==> src/rtl/iwd_pkg.sv <==
// Constants, register map and carrier types of the independent watchdog.
// Assumes a 50 MHz system clock and a Wishbone classic register bus.
package iwd_pkg;

  // ----------------------------------------------------------------
  // Register byte offsets
  // ----------------------------------------------------------------
  localparam logic [3:0] IWD_OFF_REFRESH = 4'h0;
  localparam logic [3:0] IWD_OFF_CONTROL = 4'h4;
  localparam logic [3:0] IWD_OFF_RSTCTL = 4'h8;
  localparam logic [3:0] IWD_OFF_STOPCTL = 4'hC;

  // Status register sits outside the documented table; offset chosen here
  localparam logic [4:0] IWD_OFF_STATUS = 5'h10;

  // ----------------------------------------------------------------
  // Field positions and reset values
  // ----------------------------------------------------------------
  localparam int IWD_CTL_TOUT_LSB = 0;
  localparam int IWD_CTL_PRE_LSB = 4;
  localparam int IWD_CTL_WEND_LSB = 8;
  localparam int IWD_CTL_WSTART_LSB = 12;
  localparam int IWD_RST_SEL_BIT = 7;
  localparam int IWD_STP_SEL_BIT = 7;
  localparam int IWD_STS_UNDER_BIT = 14;
  localparam int IWD_STS_REFERR_BIT = 15;
  localparam logic [15:0] IWD_CONTROL_RESET = 16'h33F3;
  localparam logic [7:0] IWD_RSTCTL_RESET = 8'h00;
  localparam logic [7:0] IWD_STOPCTL_RESET = 8'h80;
  localparam logic [7:0] IWD_REFRESH_FIRST = 8'h00;
  localparam logic [7:0] IWD_REFRESH_SECOND = 8'hFF;
  localparam logic [13:0] IWD_COUNT_RESET = 14'h3FFF;

  // ----------------------------------------------------------------
  // Timing counts
  // ----------------------------------------------------------------
  localparam int IWD_CLK_MHZ = 50;
  localparam int IWD_PRE_WIDTH = 8;

  // ----------------------------------------------------------------
  // Types
  // ----------------------------------------------------------------
  typedef struct packed {
    logic [3:0] prescaleSelect;
    logic [1:0] timeoutSelect;
    logic [1:0] windowStartSelect;
    logic [1:0] windowEndSelect;
    logic resetOrInterruptSelect;
    logic lowPowerCountStop;
  } iwd_cfg_type;

  typedef struct packed {
    logic cyc;
    logic stb;
    logic we;
    logic [3:0] sel;
    logic [4:0] adr;
    logic [31:0] dat;
  } iwd_wb_req_type;

  typedef struct packed {
    logic resetOut;
    logic nmiOut;
    logic irqOut;
    logic underflowEvent;
    logic refreshErrorEvent;
    logic sleepStopOut;
  } iwd_out_type;

  typedef enum logic [1:0] {
    IWD_SEQ_IDLE,
    IWD_SEQ_ARMED
  } iwd_seq_type;

  // Top value of the counter for a timeout selection
  function automatic logic [13:0] iwd_top(input logic [1:0] sel);
    case (sel)
      2'b00: iwd_top = 14'h03FF;
      2'b01: iwd_top = 14'h0FFF;
      2'b10: iwd_top = 14'h1FFF;
      default: iwd_top = 14'h3FFF;
    endcase
  endfunction : iwd_top

endpackage : iwd_pkg

==> src/rtl/iwd_prescaler.sv <==
// Prescaler of the watchdog count clock.
// Assumes the watchdog dedicated clock arrives as a synchronous tick input.
`timescale 1ns/1ps
module iwd_prescaler
  import iwd_pkg::*;
(
  // Clock and reset
  input wire logic clk,
  input wire logic rstn,
  // Control
  input wire logic run,
  input wire logic [3:0] prescaleSelect,
  input wire logic sourceTick,
  // Result
  output logic countTick
);

  logic [IWD_PRE_WIDTH-1:0] divCount;
  logic [IWD_PRE_WIDTH-1:0] divLast;
  logic atLast;

  // ----------------------------------------------------------------
  // Ratio decode 1/16/32/64/128/256
  // ----------------------------------------------------------------
  // ratio select decode
  assign divLast = (prescaleSelect == 4'h2) ? 8'h0F :
                   (prescaleSelect == 4'h3) ? 8'h1F :
                   (prescaleSelect == 4'h4) ? 8'h3F :
                   (prescaleSelect == 4'hF) ? 8'h7F :
                   (prescaleSelect == 4'h5) ? 8'hFF : 8'h00;
  assign atLast = (divCount >= divLast);
  assign countTick = run && sourceTick && atLast;

  // Divider counts source ticks
  always_ff @(posedge clk or negedge rstn)
  begin
    if (!rstn)
      divCount <= '0;
    else if (!run)
      divCount <= '0;
    else if (sourceTick)
      divCount <= atLast ? '0 : divCount + 8'h01;
  end

endmodule : iwd_prescaler

==> src/rtl/iwd_refresh_seq.sv <==
// Refresh sequencer: detects the two-write refresh pattern.
// Assumes one write strobe per accepted bus write to the refresh register.
`timescale 1ns/1ps
module iwd_refresh_seq
  import iwd_pkg::*;
(
  // Clock and reset
  input wire logic clk,
  input wire logic rstn,
  // Write strobe
  input wire logic writeStrobe,
  input wire logic [7:0] writeData,
  // Result
  output logic refreshPulse
);

  iwd_seq_type state;
  iwd_seq_type next_state;
  logic isFirst;
  logic isSecond;

  assign isFirst = writeData == IWD_REFRESH_FIRST;
  assign isSecond = writeData == IWD_REFRESH_SECOND;

  // ----------------------------------------------------------------
  // Sequence decode
  // ----------------------------------------------------------------
  // FFh only right after 00h
  always_comb
  begin
    next_state = state;
    case (state)
      IWD_SEQ_IDLE:
        if (writeStrobe && isFirst)
          next_state = IWD_SEQ_ARMED;
      IWD_SEQ_ARMED:
        if (writeStrobe)
          next_state = isFirst ? IWD_SEQ_ARMED : IWD_SEQ_IDLE;
      default:
        next_state = IWD_SEQ_IDLE;
    endcase
  end

  assign refreshPulse = (state == IWD_SEQ_ARMED) && writeStrobe && isSecond;

  // State register
  always_ff @(posedge clk or negedge rstn)
  begin
    if (!rstn)
      state <= IWD_SEQ_IDLE;
    else
      state <= next_state;
  end

endmodule : iwd_refresh_seq

==> src/rtl/independent_watchdog.sv <==
// Independent watchdog: windowed 14-bit down-counter with Wishbone registers.
// Assumes a 50 MHz clk, synchronous inputs, and a tick per dedicated clock edge.
//
// Summary of operation
// - Count clock is the dedicated clock divided by 1,16,32,64,128 or 256.
// - A 14-bit counter decrements once per prescaled tick while running.
// - Auto-start mode counts from reset release without software.
// - Writing 00h then FFh refreshes; register-start mode starts on it.
// - Reset stops the counter and restores counter and registers.
// - Register-start mode halts on underflow or refresh error until refresh.
// - Two-bit window start and end split each period into intervals.
// - Refresh outside the permitted interval is an error, like underflow.
// - Timeout select gives 1024, 4096, 8192 or 16384 cycles.
// - Select bit 1 gives reset output, 0 gives an interrupt.
// - Interrupt is non-maskable when the NMI enable is 1, else maskable.
// - Status register shows the current counter value.
// - Stop bit 1 halts counting in any low-power mode; 0 keeps counting.
// - Separate event pulses for underflow and for refresh error.
// - Auto-start settings come from the option-setting word.
// - Register-start settings come from the registers at the starting refresh.
// - Drives reset, interrupt and sleep count-stop outputs to the system.
`timescale 1ns/1ps
module independent_watchdog
  import iwd_pkg::*;
(
  // Clock and reset
  input wire logic clk,
  input wire logic rstn,
  // Wishbone slave
  input wire logic wbCyc,
  input wire logic wbStb,
  input wire logic wbWe,
  input wire logic [3:0] wbSel,
  input wire logic [4:0] wbAdr,
  input wire logic [31:0] wbDatIn,
  output logic [31:0] wbDatOut,
  output logic wbAck,
  // Option word and system inputs
  input wire logic autoStartMode,
  input wire iwd_pkg::iwd_cfg_type optionSettingWordZero,
  input wire logic watchdogNmiEnable,
  input wire logic watchdogClockTick,
  input wire logic lowPowerRequest,
  // System outputs
  output iwd_pkg::iwd_out_type sysOut
);

  // ----------------------------------------------------------------
  // Declarations
  // ----------------------------------------------------------------
  iwd_wb_req_type req;
  logic [15:0] controlReg;
  logic [7:0] resetCtlReg;
  logic [7:0] stopCtlReg;
  iwd_cfg_type activeCfg;
  iwd_cfg_type regCfg;
  logic [13:0] counter;
  logic running;
  logic underflowFlag;
  logic refreshErrorFlag;
  logic autoPending;
  logic access;
  logic writeHit;
  logic wrRefresh;
  logic wrControl;
  logic wrRstCtl;
  logic wrStopCtl;
  logic mapped;
  logic [31:0] readMux;
  logic refreshPulse;
  logic countTick;
  logic stopNow;
  logic underflowNow;
  logic inWindow;
  logic refreshOk;
  logic refreshBad;
  logic faultNow;
  logic [13:0] topValue;
  logic [13:0] quarter;
  logic [13:0] startLimit;
  logic [13:0] endLimit;
  iwd_out_type next_sysOut;

  // ----------------------------------------------------------------
  // Bus decode
  // ----------------------------------------------------------------
  // Request bundle and address decode
  assign req = '{cyc: wbCyc, stb: wbStb, we: wbWe, sel: wbSel, adr: wbAdr, dat: wbDatIn};
  assign access = req.cyc && req.stb && !wbAck;
  // Writes commit on the edge after the acknowledge rises, where the master samples it
  assign writeHit = req.cyc && req.stb && req.we && wbAck;
  assign wrRefresh = writeHit && req.adr == {1'b0, IWD_OFF_REFRESH} && req.sel[0];
  assign wrControl = writeHit && req.adr == {1'b0, IWD_OFF_CONTROL} && (&req.sel[1:0]);
  assign wrRstCtl = writeHit && req.adr == {1'b0, IWD_OFF_RSTCTL} && req.sel[0];
  assign wrStopCtl = writeHit && req.adr == {1'b0, IWD_OFF_STOPCTL} && req.sel[0];
  assign mapped = (req.adr == {1'b0, IWD_OFF_REFRESH}) || (req.adr == {1'b0, IWD_OFF_CONTROL})
               || (req.adr == {1'b0, IWD_OFF_RSTCTL}) || (req.adr == {1'b0, IWD_OFF_STOPCTL})
               || (req.adr == IWD_OFF_STATUS);

  // Read data selection; unmapped reads return zero
  // counter readable
  assign readMux = (req.adr == {1'b0, IWD_OFF_CONTROL}) ? {16'h0000, controlReg} :
                   (req.adr == {1'b0, IWD_OFF_RSTCTL}) ? {24'h00_0000, resetCtlReg} :
                   (req.adr == {1'b0, IWD_OFF_STOPCTL}) ? {24'h00_0000, stopCtlReg} :
                   (req.adr == IWD_OFF_STATUS) ?
                     {16'h0000, refreshErrorFlag, underflowFlag, counter} :
                   (req.adr == {1'b0, IWD_OFF_REFRESH}) ? 32'h0000_00FF : 32'h0000_0000;

  // Single-cycle acknowledge with registered read data
  always_ff @(posedge clk or negedge rstn)
  begin
    if (!rstn)
    begin
      wbAck <= 1'b0;
      wbDatOut <= '0;
    end
    else
    begin
      wbAck <= access;
      wbDatOut <= (access && mapped) ? readMux : 32'h0000_0000;
    end
  end

  // ----------------------------------------------------------------
  // Control registers
  // ----------------------------------------------------------------
  // registers to initial values
  always_ff @(posedge clk or negedge rstn)
  begin
    if (!rstn)
    begin
      controlReg <= IWD_CONTROL_RESET;
      resetCtlReg <= IWD_RSTCTL_RESET;
      stopCtlReg <= IWD_STOPCTL_RESET;
    end
    else
    begin
      if (wrControl)
        controlReg <= req.dat[15:0];
      if (wrRstCtl)
        resetCtlReg <= req.dat[7:0];
      if (wrStopCtl)
        stopCtlReg <= req.dat[7:0];
    end
  end

  // Register view of the settings
  // register-start settings
  assign regCfg = '{prescaleSelect: controlReg[IWD_CTL_PRE_LSB +: 4],
                    timeoutSelect: controlReg[IWD_CTL_TOUT_LSB +: 2],
                    windowStartSelect: controlReg[IWD_CTL_WSTART_LSB +: 2],
                    windowEndSelect: controlReg[IWD_CTL_WEND_LSB +: 2],
                    resetOrInterruptSelect: resetCtlReg[IWD_RST_SEL_BIT],
                    lowPowerCountStop: stopCtlReg[IWD_STP_SEL_BIT]};

  // ----------------------------------------------------------------
  // Refresh and prescaler
  // ----------------------------------------------------------------
  iwd_refresh_seq u_refresh (
    .clk(clk),
    .rstn(rstn),
    .writeStrobe(wrRefresh),
    .writeData(req.dat[7:0]),
    .refreshPulse(refreshPulse)
  );

  assign stopNow = activeCfg.lowPowerCountStop && lowPowerRequest;

  iwd_prescaler u_prescaler (
    .clk(clk),
    .rstn(rstn),
    .run(running && !stopNow),
    .prescaleSelect(activeCfg.prescaleSelect),
    .sourceTick(watchdogClockTick),
    .countTick(countTick)
  );

  // ----------------------------------------------------------------
  // Window decode
  // ----------------------------------------------------------------
  // timeout period top
  assign topValue = iwd_top(activeCfg.timeoutSelect);
  // Widened by one bit so the longest period does not wrap to zero
  assign quarter = 14'(({1'b0, topValue} + 15'h0001) >> 2);
  // start 00/01/10/11 = 75/50/25/100 % left; end 00/01/10/11 = 75/50/25/0 % left
  assign startLimit = (activeCfg.windowStartSelect == 2'b11) ? topValue :
                      14'(quarter * (14'h0003 - {12'h000, activeCfg.windowStartSelect})
                          - 14'h0001);
  assign endLimit = 14'(quarter * (14'h0003 - {12'h000, activeCfg.windowEndSelect}));
  assign inWindow = counter <= startLimit && counter >= endLimit;

  assign refreshOk = refreshPulse && (!running || inWindow);
  assign refreshBad = refreshPulse && running && !inWindow;
  assign underflowNow = running && countTick && counter == 14'h0000;
  assign faultNow = underflowNow || refreshBad;

  // ----------------------------------------------------------------
  // Counter and run state
  // ----------------------------------------------------------------
  // auto-start after reset
  always_ff @(posedge clk or negedge rstn)
  begin
    if (!rstn)
    begin
      running <= 1'b0;
      autoPending <= 1'b1;
      counter <= IWD_COUNT_RESET;
      activeCfg <= '0;
    end
    else if (autoPending)
    begin
      autoPending <= 1'b0;
      if (autoStartMode)
      begin
        activeCfg <= optionSettingWordZero;
        counter <= iwd_top(optionSettingWordZero.timeoutSelect);
        running <= 1'b1;
      end
      else
        activeCfg <= regCfg;
    end
    else if (faultNow)
    begin
      running <= autoStartMode;
      counter <= topValue;
    end
    else if (refreshOk)
    begin
      running <= 1'b1;
      if (!autoStartMode && !running)
      begin
        activeCfg <= regCfg;
        counter <= iwd_top(regCfg.timeoutSelect);
      end
      else
        counter <= topValue;
    end
    else if (countTick)
      counter <= counter - 14'h0001;
  end

  // Sticky status flags; a fault wins over the clearing refresh
  always_ff @(posedge clk or negedge rstn)
  begin
    if (!rstn)
    begin
      underflowFlag <= 1'b0;
      refreshErrorFlag <= 1'b0;
    end
    else
    begin
      underflowFlag <= underflowNow || (underflowFlag && !refreshOk);
      refreshErrorFlag <= refreshBad || (refreshErrorFlag && !refreshOk);
    end
  end

  // ----------------------------------------------------------------
  // System outputs
  // ----------------------------------------------------------------
  // reset or interrupt
  assign next_sysOut = '{resetOut: faultNow && activeCfg.resetOrInterruptSelect,
                         nmiOut: faultNow && !activeCfg.resetOrInterruptSelect
                                 && watchdogNmiEnable,
                         irqOut: faultNow && !activeCfg.resetOrInterruptSelect
                                 && !watchdogNmiEnable,
                         underflowEvent: underflowNow,
                         refreshErrorEvent: refreshBad,
                         sleepStopOut: activeCfg.lowPowerCountStop};

  // Registered outputs
  always_ff @(posedge clk or negedge rstn)
  begin
    if (!rstn)
      sysOut <= '0;
    else
      sysOut <= next_sysOut;
  end

endmodule : independent_watchdog

==> config.mk <==
export PLATFORM = sky130hd
export DESIGN_NAME = independent_watchdog
export DESIGN_NICKNAME = d
export VERILOG_FILES = /design/src/rtl/iwd_pkg.sv /design/src/rtl/iwd_prescaler.sv /design/src/rtl/iwd_refresh_seq.sv /design/src/rtl/independent_watchdog.sv
export SDC_FILE = /design/constraint.sdc
export NUM_CORES = 1
export LEC_CHECK = 0
export ABC_AREA = 1
export BUFFER_PORTS_ARGS = -buffer_cell sky130_fd_sc_hd__buf_2
export CAP_MARGIN = 10
export CORE_ASPECT_RATIO = 0.7
export CORE_MARGIN = 2
export CORE_UTILIZATION = 40
export CTS_CLUSTER_SIZE = 30
export DETAILED_ROUTE_END_ITERATION = 12
export PLACE_DENSITY = 0.74
export SLEW_MARGIN = 25
export SYNTH_ARGS = -nofsm -noshare
export SYNTH_HDL_FRONTEND = slang
export SYNTH_SLANG_ARGS = --single-unit
==> constraint.sdc <==
create_clock -name clk -period 3.55 [get_ports clk]
set_input_delay 0.355 -clock clk [delete_from_list [all_inputs] [get_ports clk]]
set_output_delay 0.355 -clock clk [all_outputs]
set_load 0.01 [all_outputs]
## Word level (Yosys, flattened, before mapping)

Cells that the tools add are included.

| storage, ports and cells | value |
|---|---|
| input port bits | 62 |
| logic and storage cells | 160 |
| output and inout port bits | 39 |
| register bits | 95 |

| operators by class | value |
|---|---|
| multiplexer cells | 37 |
| magnitude comparators | 3 |
| $mul | 2 |
| add/subtract/negate cells | 6 |
| reductions and logical operators | 65 |
| equal/unequal tests | 23 |

Operator list:

| kind | number |
|---|---|
| $pmux W14 S3 | 3 |
| $mux W14 | 7 |
| $mux W16 | 5 |
| $mux W8 | 9 |
| $mux W12 | 5 |
| $logic_and A1 B1 Y1 | 33 |
| $mul A14 B3 Y14 | 2 |
| $sub A14 B1 Y14 const B | 2 |
| $add A14 B1 Y15 const B | 1 |
| $ge A14 B14 Y1 | 1 |
| $le A14 B14 Y1 | 1 |
| $logic_not A14 Y1 | 1 |
| $eq A5 B4 Y1 const B | 2 |
| $add A8 B1 Y8 const B | 1 |
| $eq A2 B1 Y1 const B | 4 |
| $eq A2 B2 Y1 const B | 4 |
| $eq A4 B2 Y1 const B | 2 |
| $eq A4 B3 Y1 const B | 2 |
| $eq A8 B8 Y1 const B | 1 |
| $ge A8 B8 Y1 | 1 |
| $logic_not A1 Y1 | 8 |
| $logic_not A2 Y1 | 4 |
| $logic_not A8 Y1 | 1 |
| $logic_or A1 B1 Y1 | 8 |
| 15 further kinds | 28 |

## Logic depth before layout (Yosys ltp)

Gate-level depths: netlist of the first run.

| depth | value |
|---|---|
| depth after elaboration | 13 |
| mapped depth | 27 |
| mapped depth without buffers | 27 |

## Hierarchy

A second synthesis of the first run with hierarchy kept.

| second synthesis, totals | value |
|---|---|
| cells, all modules | 720 |
| area total of the unflattened synthesis | 5,639.2 um2 |

Modules (own cells, without submodules):

| module | times used | area each (um2) | cells each |
|---|---|---|---|
| independent_watchdog | 1 | 4,807.1 | 594 |
| iwd_prescaler | 1 | 738.2 | 110 |
| iwd_refresh_seq | 1 | 93.8 | 16 |

## Least setup slack after synthesis of the first run

OpenSTA, ideal clock, no wires.

| timing path | value |
|---|---|
| kind | register -> register |
| from | reg activeCfg[7] (netlist name) |
| to | reg activeCfg[7] (netlist name) |
| path slack | -0.041 ns |
| setup time | 0.122 ns |
| buffers on the path | 1 |
| cell stages (with the launch flop) | 22 |
| arrival | 3.470 ns |
| path through | dfrtp_1 -> inv_1 -> nand3_1 -> fa_1 -> inv_1 -> ha_1 -> a21oi_1 -> xnor2_1 -> nand2_1 -> o21ai_0 -> inv_1 -> ha_1 -> nand2_1 -> nor2_1 -> nand4_1 -> nand2_1 -> nand2_1 -> nand2_1 -> nand2_4 -> o31ai_4 -> buf_6 -> o21ai_2 |

| between the ends | value |
|---|---|
| word-level cells in the longest chain between the ends | 13 |
| elaborated cells on any way between the ends | 20 |
| classes of those cells | add/sub (2); mul (2); order compare (2); eq/ne (3); mux (2); reduce/logical (9) |

Ends and longest elaborated chain:

| what | line | RTL |
|---|---|---|
| start: declaration | independent_watchdog.sv:55 | `iwd_cfg_type activeCfg;` |
| start signal: assignment | independent_watchdog.sv:215 | `activeCfg <= optionSettingWordZero;` |
| start signal: assignment | independent_watchdog.sv:220 | `activeCfg <= regCfg;` |
| start signal: assignment | independent_watchdog.sv:232 | `activeCfg <= regCfg;` |
| $eq A2 B2 Y1, or another cell as far along | iwd_pkg.sv:77 | `case (sel)` |
| $pmux W14 S3 (*) | iwd_pkg.sv:77 |  |
| $add A14 B1 Y15 | independent_watchdog.sv:184 | `assign quarter = 14'(({1'b0, topValue} + 15'h0001) >> 2);` |
| $mul A14 B3 Y14 | independent_watchdog.sv:187 | `14'(quarter * (14'h0003 - {12'h000, activeCfg.windowStartSelect})` |
| $sub A14 B1 Y14 | independent_watchdog.sv:188 | `- 14'h0001);` |
| $mux W14 | independent_watchdog.sv:186 | `assign startLimit = (activeCfg.windowStartSelect == 2'b11) ? topValue :` |
| $le A14 B14 Y1 | independent_watchdog.sv:190 | `assign inWindow = counter <= startLimit && counter >= endLimit;` |
| $logic_and A1 B1 Y1 (*) | independent_watchdog.sv:190 |  |
| $logic_not A1 Y1 | independent_watchdog.sv:193 | `assign refreshBad = refreshPulse && running && !inWindow;` |
| $logic_and A1 B1 Y1 | independent_watchdog.sv:193 |  |
| $logic_or A1 B1 Y1 | independent_watchdog.sv:195 | `assign faultNow = underflowNow \|\| refreshBad;` |
| $ne A2 B2 Y1 (no line) | -- |  |
| $reduce_and A3 Y1 (no line) (*) | -- |  |

Every way passes the cells marked *; elsewhere a longest branch is shown, timed or not.
A chain may end at the register's enable or synchronous reset.

## Worst setup path after layout of the first run

| timing path | value |
|---|---|
| from | reg activeCfg[7] (netlist name) |
| to | reg activeCfg[6] (netlist name) |

The elaborated chain is that of the path after synthesis.

==> qor.yml, run 1 <==
run_status: "completed"
clock_insertion_delay_worst_skew_ns: 0.35
layout_min_cycle_time_ns: 3.49
cts-hold-fix-buffers: 0
required_time_reported_for_the_critical_path_endpoint_ns: 3.82
synth_edf_count: 0
tritoncts: "yes"
ir_worst_vdd_v: 0.000261
yosysWarningCount: 0
die_height_um: 104
ios: 101
multi_input_area_mm2: 0.00305
postPlaceCellArea_mm2: 0.00636
worst_clock_skew_ns: 0.0121
globalRouteMet2Util: 0.296
power.density_mw_per_mm2: 427
wl_per_cell_um: 14.8
dp_hpwl_um: 10700
netlist.top_cell.by_area: "dfrtp_1"
die_x_um: 147
final-setup-viol-count: 0
synth-seq-area-share: 0.418
fin_util: 0.502
diodes: 0
cts-root-to-sink-buffers: 2
core-area_mm2: 0.0139
fraction_of_layout_cells_with_a_size_suffix_above_1: 0.300
tritoncts_buffer_count: 9
globalRouteOverflowTotal: 0
clock_sinks: 94
grt_antenna_before_repair: 0
pre_cts_ws_ns: -0.146
first_iter_violations: 383
setup_ws_final_ns: 0.0617
total_global_route_track_usage: 0.197
netlist_top_cells_area: "dfrtp_1, dfstp_2, nand2_1"
actual_transition_at_the_worst_max_transition_pin_ns: 0.827
timing.max_slew.rel_slack: 0.447
routed_via_density: 5.07
drc: 0
crit_type: "flop to flop"
min_path_type: "primary input to asynchronous set/reset pin"
post-route-cell-area_mm2: 0.00698
grt_pass1_vias: 4829
fillerInstances: 1285
routed_wirelength_um: 14700
cap_violations: 0
post-synth-top-count-cell: "nand2_1"
synth_area_per_cell_um2: 8.18
seq_area_mm2: 0.00239
total_standard_cell_area_after_synthesis_mm2: 0.00570
finalCritPeriodShare: 0.983
ctsHtreeMaxLevel: 3
finalWeightedCongestion: 0.952
synthDistinctLibCells: 47
floorplan.rows: 36
grt_setup_unrepaired: "true"
critical_path_startpoint_category: "flop"
port_buffers: 66
fin_setup_tns_ns: 0
p_leak_nw: 3.46
timing.final.max_slew_violations: 0
grt_pass1_wl_um: 24200
postSynthCellCount: 697
grt-busiest-layer: "met2"
dominantRegCellSynth: "dfrtp_1"
drt.antenna.violating_nets: 0
grtUsageMet1: 0.290
synth_commonest_cells: "nand2_1, inv_1, dfrtp_1"
initial_core_util: 0.409
vias: 5053
synth_top_cell_area_share: 0.299
drt_first_pass_iters: 5
clk_root_buffer_cell: "clkbuf_16"
grt_start_max_net_pins: 79
async_reset_ff_frac: 1.00
finalNetCount: 896
crit_path_end_kind: "flop"
grtUsageMet3: 0.0434
cp.arrival_ns: 3.76
endpoints_failing_hold: 0
max_freq_mhz: 287
postSynthRegisterBits: 94
area_growth_syn_to_layout_pct: 22.5
critPathMaxFanout: 6
clkTransAtPathRegs_ns: 0.07
dieArea_mm2: 0.0152
sequential cells by signal (all words and copies together), names as in the netlist:
signal	count
controlReg	16
u_prescaler.divCount	8
refreshErrorFlag	1
counter	14
running	1
activeCfg	12
wbDatOut	16
sysOut	6
stopCtlReg	8
underflowFlag	1
u_refresh.state	1
wbAck	1
autoPending	1
resetCtlReg	8
per-layer routing:
metal | vias up | wire length (um) | share of wire
met1 | 2372 | 6990 | 0.48
met3 | 20 | 1030 | 0.070
li1 | 2472 | - | -
met4 | 0 | 192 | 0.013
met2 | 189 | 6480 | 0.44
met5 | - | 0 | 0
final cells by class:
class	count	area share
Clock buffer	10	0.0342
Clock inverter	6	0.00807
Inverter	88	0.0477
Multi-Input combinational cell	502	0.437
Sequential cell	94	0.342
Tap cell	190	0.0341
Timing Repair Buffer	106	0.0966
repair_timing:
action	in CTS	in global routing
gates cloned	2	0
endpoints found under the setup margin	20	20
buffers inserted	1	7
pin swaps	2	15
gates resized for setup	12	55
metrics by stage:
| stage | hold slack [ns] | cells | power (W) |
|---|---|---|---|
| floorplan | 0.0594 | 713 | 0.00168 |
| global placement | 0.401 | 970 | 0.00189 |
| detailed placement | 0.395 | 970 | 0.00191 |
| CTS | 0.159 | 989 | 0.00288 |
| global route | 0.101 | 996 | 0.00316 |
| finish | 0.00685 | 996 | 0.00298 |
critical path, stage by stage (launching register included):
cell     delay (ns)
dfrtp_2        0.44
inv_2          0.09
nand3_4        0.07
fa_1           0.55
inv_2          0.05
ha_4           0.23
a21oi_2        0.13
xnor2_1        0.13
nand2_1        0.06
o21ai_1        0.07
inv_1          0.08
ha_4           0.28
nand2_4        0.05
nor2_4         0.11
nand4_1        0.10
nand2_2        0.11
nand2_2        0.08
nand2_2        0.10
nand2_4        0.08
o31ai_4        0.18
buf_6          0.16
buf_6          0.14
nand2_2        0.05
o21ai_2        0.06
final timing paths:
path                                   startpoint  cells after the start      endpoint  slack, ns
worst min register to register       activeCfg[0]                      0     sysOut[0]       0.42
max in group asynchronous                    rstn                      2    counter[9]       2.78
worst min-delay path                         rstn                      1   wbDatOut[1]      0.007
min in group clk                watchdogNmiEnable                      2     sysOut[3]       0.16
worst max-delay path                 activeCfg[7]                     23  activeCfg[6]       0.06
worst max register to register       activeCfg[7]                     23  activeCfg[6]       0.06
report_power, final:
part	internal [W]	total, W	switching (W)	leakage [nW]
Combinational	0.000333	0.000799	0.000467	2.11
Clock	0.000507	0.000954	0.000447	0.146
Sequential	0.00114	0.00123	0.0000905	1.20
Total	0.00198	0.00298	0.00100	3.46
cell families (layout without fill, tap and decap cells):
family,after synthesis,count (layout),share of synthesized area
AO/OA/AOI/OAI,112,112,0.120
XOR/XNOR,12,12,0.0184
adder cells (fa/ha/maj),33,33,0.0738
buffers and inverters,117,210,0.0931
flip-flops,94,94,0.418
multiplexers,19,19,0.0373
other,1,17,0.000658
AND/OR/NAND/NOR,309,309,0.238
cells in the final DEF, fill, tap and decap left out, types with 3 or more instances in the layout:
master and count:
nand3_2 3, o22ai_1 6, ha_1 26, nor2_2 4
nand2_4 5, mux2_2 18, nor2_1 61, nand3_1 39
ha_4 5, nand2_1 142, a311oi_1 6, dfrtp_1 66
nand3_4 3, a21oi_1 25, xor2_1 7, nor2_4 5
inv_2 6, clkbuf_16 9, buf_6 11, a21oi_2 5
o21ai_0 40, dfstp_2 26, nor3_1 11, a31oi_1 4
nand4_1 9, inv_1 79, conb_1 17, buf_4 30
xnor2_1 4, buf_2 65, nand2_2 20, o21ai_2 10
o21ai_1 3
Note: power is estimated with default switching activity, not from simulation.
==> run 2, diff against run 1 <==
Settings changed: CORE_ASPECT_RATIO 0.7 to 0.8.
==> run 2 against run 1 <==
Via count shrank 0.87%. Largest cell class unchanged. Worst setup slack lost 0.026 ns. Sequential power is essentially flat. Register-to-register slack lost 0.03 ns. Highest routed layer unchanged. Total power shrank 2.1%. Design area shrank 1.5%.
==> qor.yml, run 2 (synthesis gave the netlist of run 1 again) <==
crit_path_top_delay_cell: "fa_1"
power.density_mw_per_mm2: 425
grt_start_max_net_pins: 47
ctsHtreeMaxLevel: 3
registers_with_the_most_flip_flops: "controlReg x16, wbDatOut x16, counter x14"
worst_clock_skew_ns: 0.00778
ios: 101
clk_root_buffer_cell: "clkbuf_16"
timing.reg2reg.worst_path_depth: 23
cts-root-to-sink-buffers: 2
clock_insertion_delay_worst_skew_ns: 0.35
dp_hpwl_um: 10600
min_path_type: "primary input to asynchronous set/reset pin"
port_buffers: 66
pre_cts_ws_ns: -0.159
critPathMaxFanout: 6
fillerInstances: 1300
tritoncts_buffer_count: 9
area_growth_syn_to_layout_pct: 20.6
commonest_non_fill_non_tap_cell_in_the_layout: "nand2_1"
total_global_route_track_usage: 0.196
drt_first_pass_iters: 5
path_delay_family: "adder cells"
ir_worst_vdd_v: 0.000240
core-area_mm2: 0.0137
fraction_of_layout_cells_with_a_size_suffix_above_1: 0.278
die_height_um: 111
required_time_reported_for_the_critical_path_endpoint_ns: 3.83
grt_setup_unrepaired: "true"
fin_util: 0.500
tritoncts: "yes"
die_x_um: 137
grt_pass1_wl_um: 23400
initial_core_util: 0.415
clkTransAtPathRegs_ns: 0.07
diodes: 0
endpoints_failing_hold: 0
critical_path_startpoint_category: "flop"
globalRouteOverflowTotal: 0
routed_via_density: 5.10
layout_common_cells: "nand2_1, inv_1, dfrtp_1"
finalWeightedCongestion: 0.920
run_status: "completed"
crit_type: "flop to flop"
cp_num_cells: 23
cap_violations: 0
final-setup-viol-count: 0
fin_cells: 983
dieArea_mm2: 0.0152
worstPathCellList: "buf_6 -> buf_6 -> nand3_2 -> fa_1 -> inv_2 -> ha_4 -> buf_4 -> xor2_1 -> o21ai_0 -> ha_1 -> nand2_2 -> inv_1 -> nand2_1 -> nand3_1 -> nand2_1 -> nand2_2 -> nand2_4 -> nand2_4 -> o31ai_4 -> buf_6 -> buf_6 -> nand2_1 -> o21ai_2"
drt.antenna.violating_nets: 0
first_iter_violations: 366
worstPathBufferInverterCount: 7
grt_pass1_vias: 4789
vias: 5009
layout_min_cycle_time_ns: 3.51
finalNetCount: 893
floorplan.rows: 38
cpPeakStageDelay_ns: 0.50
critical-path-top-cell-by-count: "buf_6"
timing.max_slew.rel_slack: 0.442
clock_sinks: 94
drc: 0
wl_per_cell_um: 14.8
cp.arrival_ns: 3.80
grt_antenna_before_repair: 0
post-place-cells: 955
routed_wirelength_um: 14600
setup_ws_final_ns: 0.0358
max_freq_mhz: 285
timing.final.max_slew_violations: 0
crit_path_end_kind: "flop"
p_leak_nw: 3.42
actual_transition_at_the_worst_max_transition_pin_ns: 0.835
finalCritPeriodShare: 0.990
run 2: path summary, 6_finish.rpt:
path	from	endpoint	slack, ns
worst max register to register	activeCfg[6]	activeCfg[10]	0.04
worst max-delay path	activeCfg[6]	activeCfg[10]	0.04
min in group clk	watchdogNmiEnable	sysOut[3]	0.16
worst min-delay path	rstn	wbDatOut[11]	0.02
worst min register to register	activeCfg[0]	sysOut[0]	0.42
max in group asynchronous	rstn	controlReg[5]	2.71
run 2: through the flow:
| stage | setup TNS [ns] | area (um^2) | power [W] | hold WS [ns] |
|---|---|---|---|---|
| finish | 0 | 6870 | 0.00292 | 0.0191 |
| global route | -2.12 | 6870 | 0.00311 | 0.0553 |
| CTS | 0 | 6730 | 0.00289 | 0.0257 |
| detailed placement | -2.02 | 6310 | 0.00190 | 0.398 |
| global placement | -0.768 | 6310 | 0.00188 | 0.395 |
| floorplan | 0 | 5760 | 0.00168 | 0.0594 |
run 2: timing repair:
| item | in CTS | in global routing |
|---|---|---|
| pin swaps | 7 | 5 |
| hold buffers | 0 | 0 |
| gates resized for setup | 20 | 26 |
| hold endpoints to repair | 0 | 0 |
| cloned | 2 | 0 |
| setup endpoints to repair | 17 | 20 |
| setup buffers | 3 | 7 |
run 2: final cells by class:
class | count | area, um^2 | area share
clock buffer | 9 | 225 | 0.0328
clock inverter | 7 | 68.8 | 0.0100
inverter | 88 | 330 | 0.0481
multi-input combinational | 502 | 2980 | 0.433
sequential | 94 | 2390 | 0.347
tap | 180 | 225 | 0.0328
timing repair buffer | 103 | 659 | 0.0959
run 2: report_power, final:
group / switching (W) / internal (W) / total (W) / leakage [nW]
Clock: 0.000448 / 0.000490 / 0.000938 / 0.137
Combinational: 0.000443 / 0.000317 / 0.000760 / 2.08
Sequential: 0.0000844 / 0.00114 / 0.00122 / 1.20
Total: 0.000975 / 0.00195 / 0.00292 / 3.42
run 2: layer usage:
metal / vias up / GRT usage / routed length (um) / part of all wire
li1: 2466 / - / - / -
met1: 2371 / 0.284 / 6720 / 0.46
met2: 152 / 0.298 / 6730 / 0.46
met3: 20 / 0.0338 / 872 / 0.060
met4: 0 / 0.0598 / 227 / 0.016
met5: - / 0 / 0 / 0
==> run 3, diff against run 2 <==
Settings changed: PLACE_DENSITY 0.74 to 0.71.
Clock period 3.55 ns to 4.25 ns, I/O delays scaled along.
==> run 3 against run 2 <==
Via count down 4.4%. Flip-flop and latch count is the same. Largest cell class unchanged. Critical path type unchanged. Count of clock-buffer cells in the layout increased by 1.
==> qor.yml, run 3 (synthesis gave the netlist of run 1 again) <==
p_leak_nw: 3.27
max_freq_mhz: 258
reg2reg_slack_ns: 0.38
drt_first_pass_iters: 5
fraction_of_layout_cells_with_a_size_suffix_above_1: 0.214
final-setup-viol-count: 0
cts-resized-gates: 0
run_status: "completed"
layout_common_cells: "nand2_1, inv_1, dfrtp_1"
power.density_mw_per_mm2: 364
finalNetCount: 862
first_iter_violations: 292
tritoncts_buffer_count: 9
cts-hold-fix-buffers: 0
setup_ws_final_ns: 0.380
clk_root_buffer_cell: "clkbuf_16"
drc: 0
finalCritPeriodShare: 0.911
timing.reg2reg.worst_path_depth: 25
worst_clock_skew_ns: 0.00628
regToRegEndpoint: "activeCfg[10]"
grt_setup_unrepaired: "true"
routed_via_density: 5.03
cap_violations: 0
cp.arrival_ns: 4.15
die_height_um: 111
diodes: 0
grt_pass1_vias: 4671
vias: 4789
clkTransAtPathRegs_ns: 0.07
postPlaceCellArea_mm2: 0.00616
tritoncts: "yes"
die_x_um: 137
ctsHtreeMaxLevel: 3
critPathMaxFanout: 12
actual_transition_at_the_worst_max_transition_pin_ns: 0.814
fillerInstances: 1299
drt.antenna.violating_nets: 0
port_buffers: 66
post-route-cell-area_mm2: 0.00647
critical_path_startpoint_category: "flop"
area_growth_syn_to_layout_pct: 13.5
floorplan.rows: 38
globalRouteOverflowTotal: 0
grt_antenna_before_repair: 0
timing.max_slew.rel_slack: 0.456
initial_core_util: 0.415
min_path_type: "primary input to asynchronous set/reset pin"
routed_wirelength_um: 13900
commonest_non_fill_non_tap_cell_in_the_layout: "nand2_1"
timing.final.max_slew_violations: 0
crit_path_end_kind: "flop"
cts-root-to-sink-buffers: 2
grt_start_max_net_pins: 64
cts_setup_buffers: 0
crit_type: "flop to flop"
rr_startpoint: "activeCfg[7]"
wl_per_cell_um: 14.6
dp_hpwl_um: 10400
ir_worst_vdd_v: 0.000177
required_time_reported_for_the_critical_path_endpoint_ns: 4.53
core-area_mm2: 0.0137
clock_sinks: 94
grt_pass1_wl_um: 23500
layout_min_cycle_time_ns: 3.87
ios: 101
total_global_route_track_usage: 0.196
dieArea_mm2: 0.0152
endpoints_failing_hold: 0
registers_with_the_most_flip_flops: "controlReg x16, wbDatOut x16, counter x14"
finalWeightedCongestion: 0.874
clock_insertion_delay_worst_skew_ns: 0.35
pre_cts_ws_ns: 0.333
## run 3: cell types whose count changed in the layout (fill, tap and decap cells not counted), moves of 4 or more
cell / before / now
buf_4: 25 / 7
buf_6: 13 / 0
ha_1: 26 / 32
ha_4: 4 / 0
nand2_1: 152 / 162
nand2_2: 12 / 3
nor2_1: 60 / 64
## run 3: how the worst max path moves through the flow
stage                             from             to  slack, ns
after floorplan           activeCfg[7]   activeCfg[7]       0.66
after global placement    activeCfg[7]   activeCfg[0]       0.40
after detailed placement  activeCfg[7]  activeCfg[11]       0.33
after CTS                 activeCfg[7]  activeCfg[10]       0.31
after global routing      activeCfg[6]   activeCfg[8]     -0.008
final                     activeCfg[7]  activeCfg[10]       0.38
## run 3: final cells by class
| class | instances | area (um^2) | area share |
|---|---|---|---|
| clock buffers | 10 | 239 | 0.0369 |
| clock inverters | 6 | 66.3 | 0.0103 |
| inverters | 88 | 330 | 0.0511 |
| multi-input cells | 502 | 2840 | 0.440 |
| flip-flops and latches | 94 | 2390 | 0.369 |
| well taps | 180 | 225 | 0.0348 |
| repair buffers | 72 | 378 | 0.0584 |
## run 3: critical path, cell delays in order (launching register included)
cell,delay [ns]
dfrtp_1,0.38
buf_4,0.16
nor2_1,0.30
nand2_1,0.14
ha_1,0.31
inv_1,0.05
ha_1,0.20
nand2_1,0.08
nand2_1,0.05
a21oi_1,0.16
xnor2_1,0.13
nand2_1,0.06
o21ai_0,0.07
inv_1,0.06
ha_1,0.29
nand2_1,0.07
nor2_1,0.16
nand4_1,0.09
nand2_1,0.08
nand2_1,0.10
nand2_1,0.15
nand2_4,0.11
o31ai_4,0.20
buf_4,0.25
nand2_1,0.09
o21ai_2,0.06
## run 3: power by group
part / internal (W) / switching [W]
Sequential: 0.000952 / 0.0000700
Clock: 0.000476 / 0.000348
Combinational: 0.000191 / 0.000318
## run 3: layer usage
metal | GRT usage | share of wire | vias up | wire length, um
met1 | 0.284 | 0.47 | 2243 | 6580
met5 | 0 | 0 | - | 0
li1 | - | - | 2411 | -
met4 | 0.0591 | 0.019 | 0 | 268
met3 | 0.0389 | 0.051 | 19 | 706
met2 | 0.296 | 0.46 | 116 | 6310
## run 3: stage by stage
step                      utilization  std cells  hold WS [ns]  TNS (ns)  power (W)
after floorplan                     -        713         0.129         0    0.00140
final                           0.471        952         0.151         0    0.00236
after global placement          0.448        936         0.393         0    0.00153
after detailed placement        0.448        936         0.390         0    0.00154
after global routing            0.471        952         0.216  -0.00778    0.00251
after CTS                       0.471        952         0.185         0    0.00237
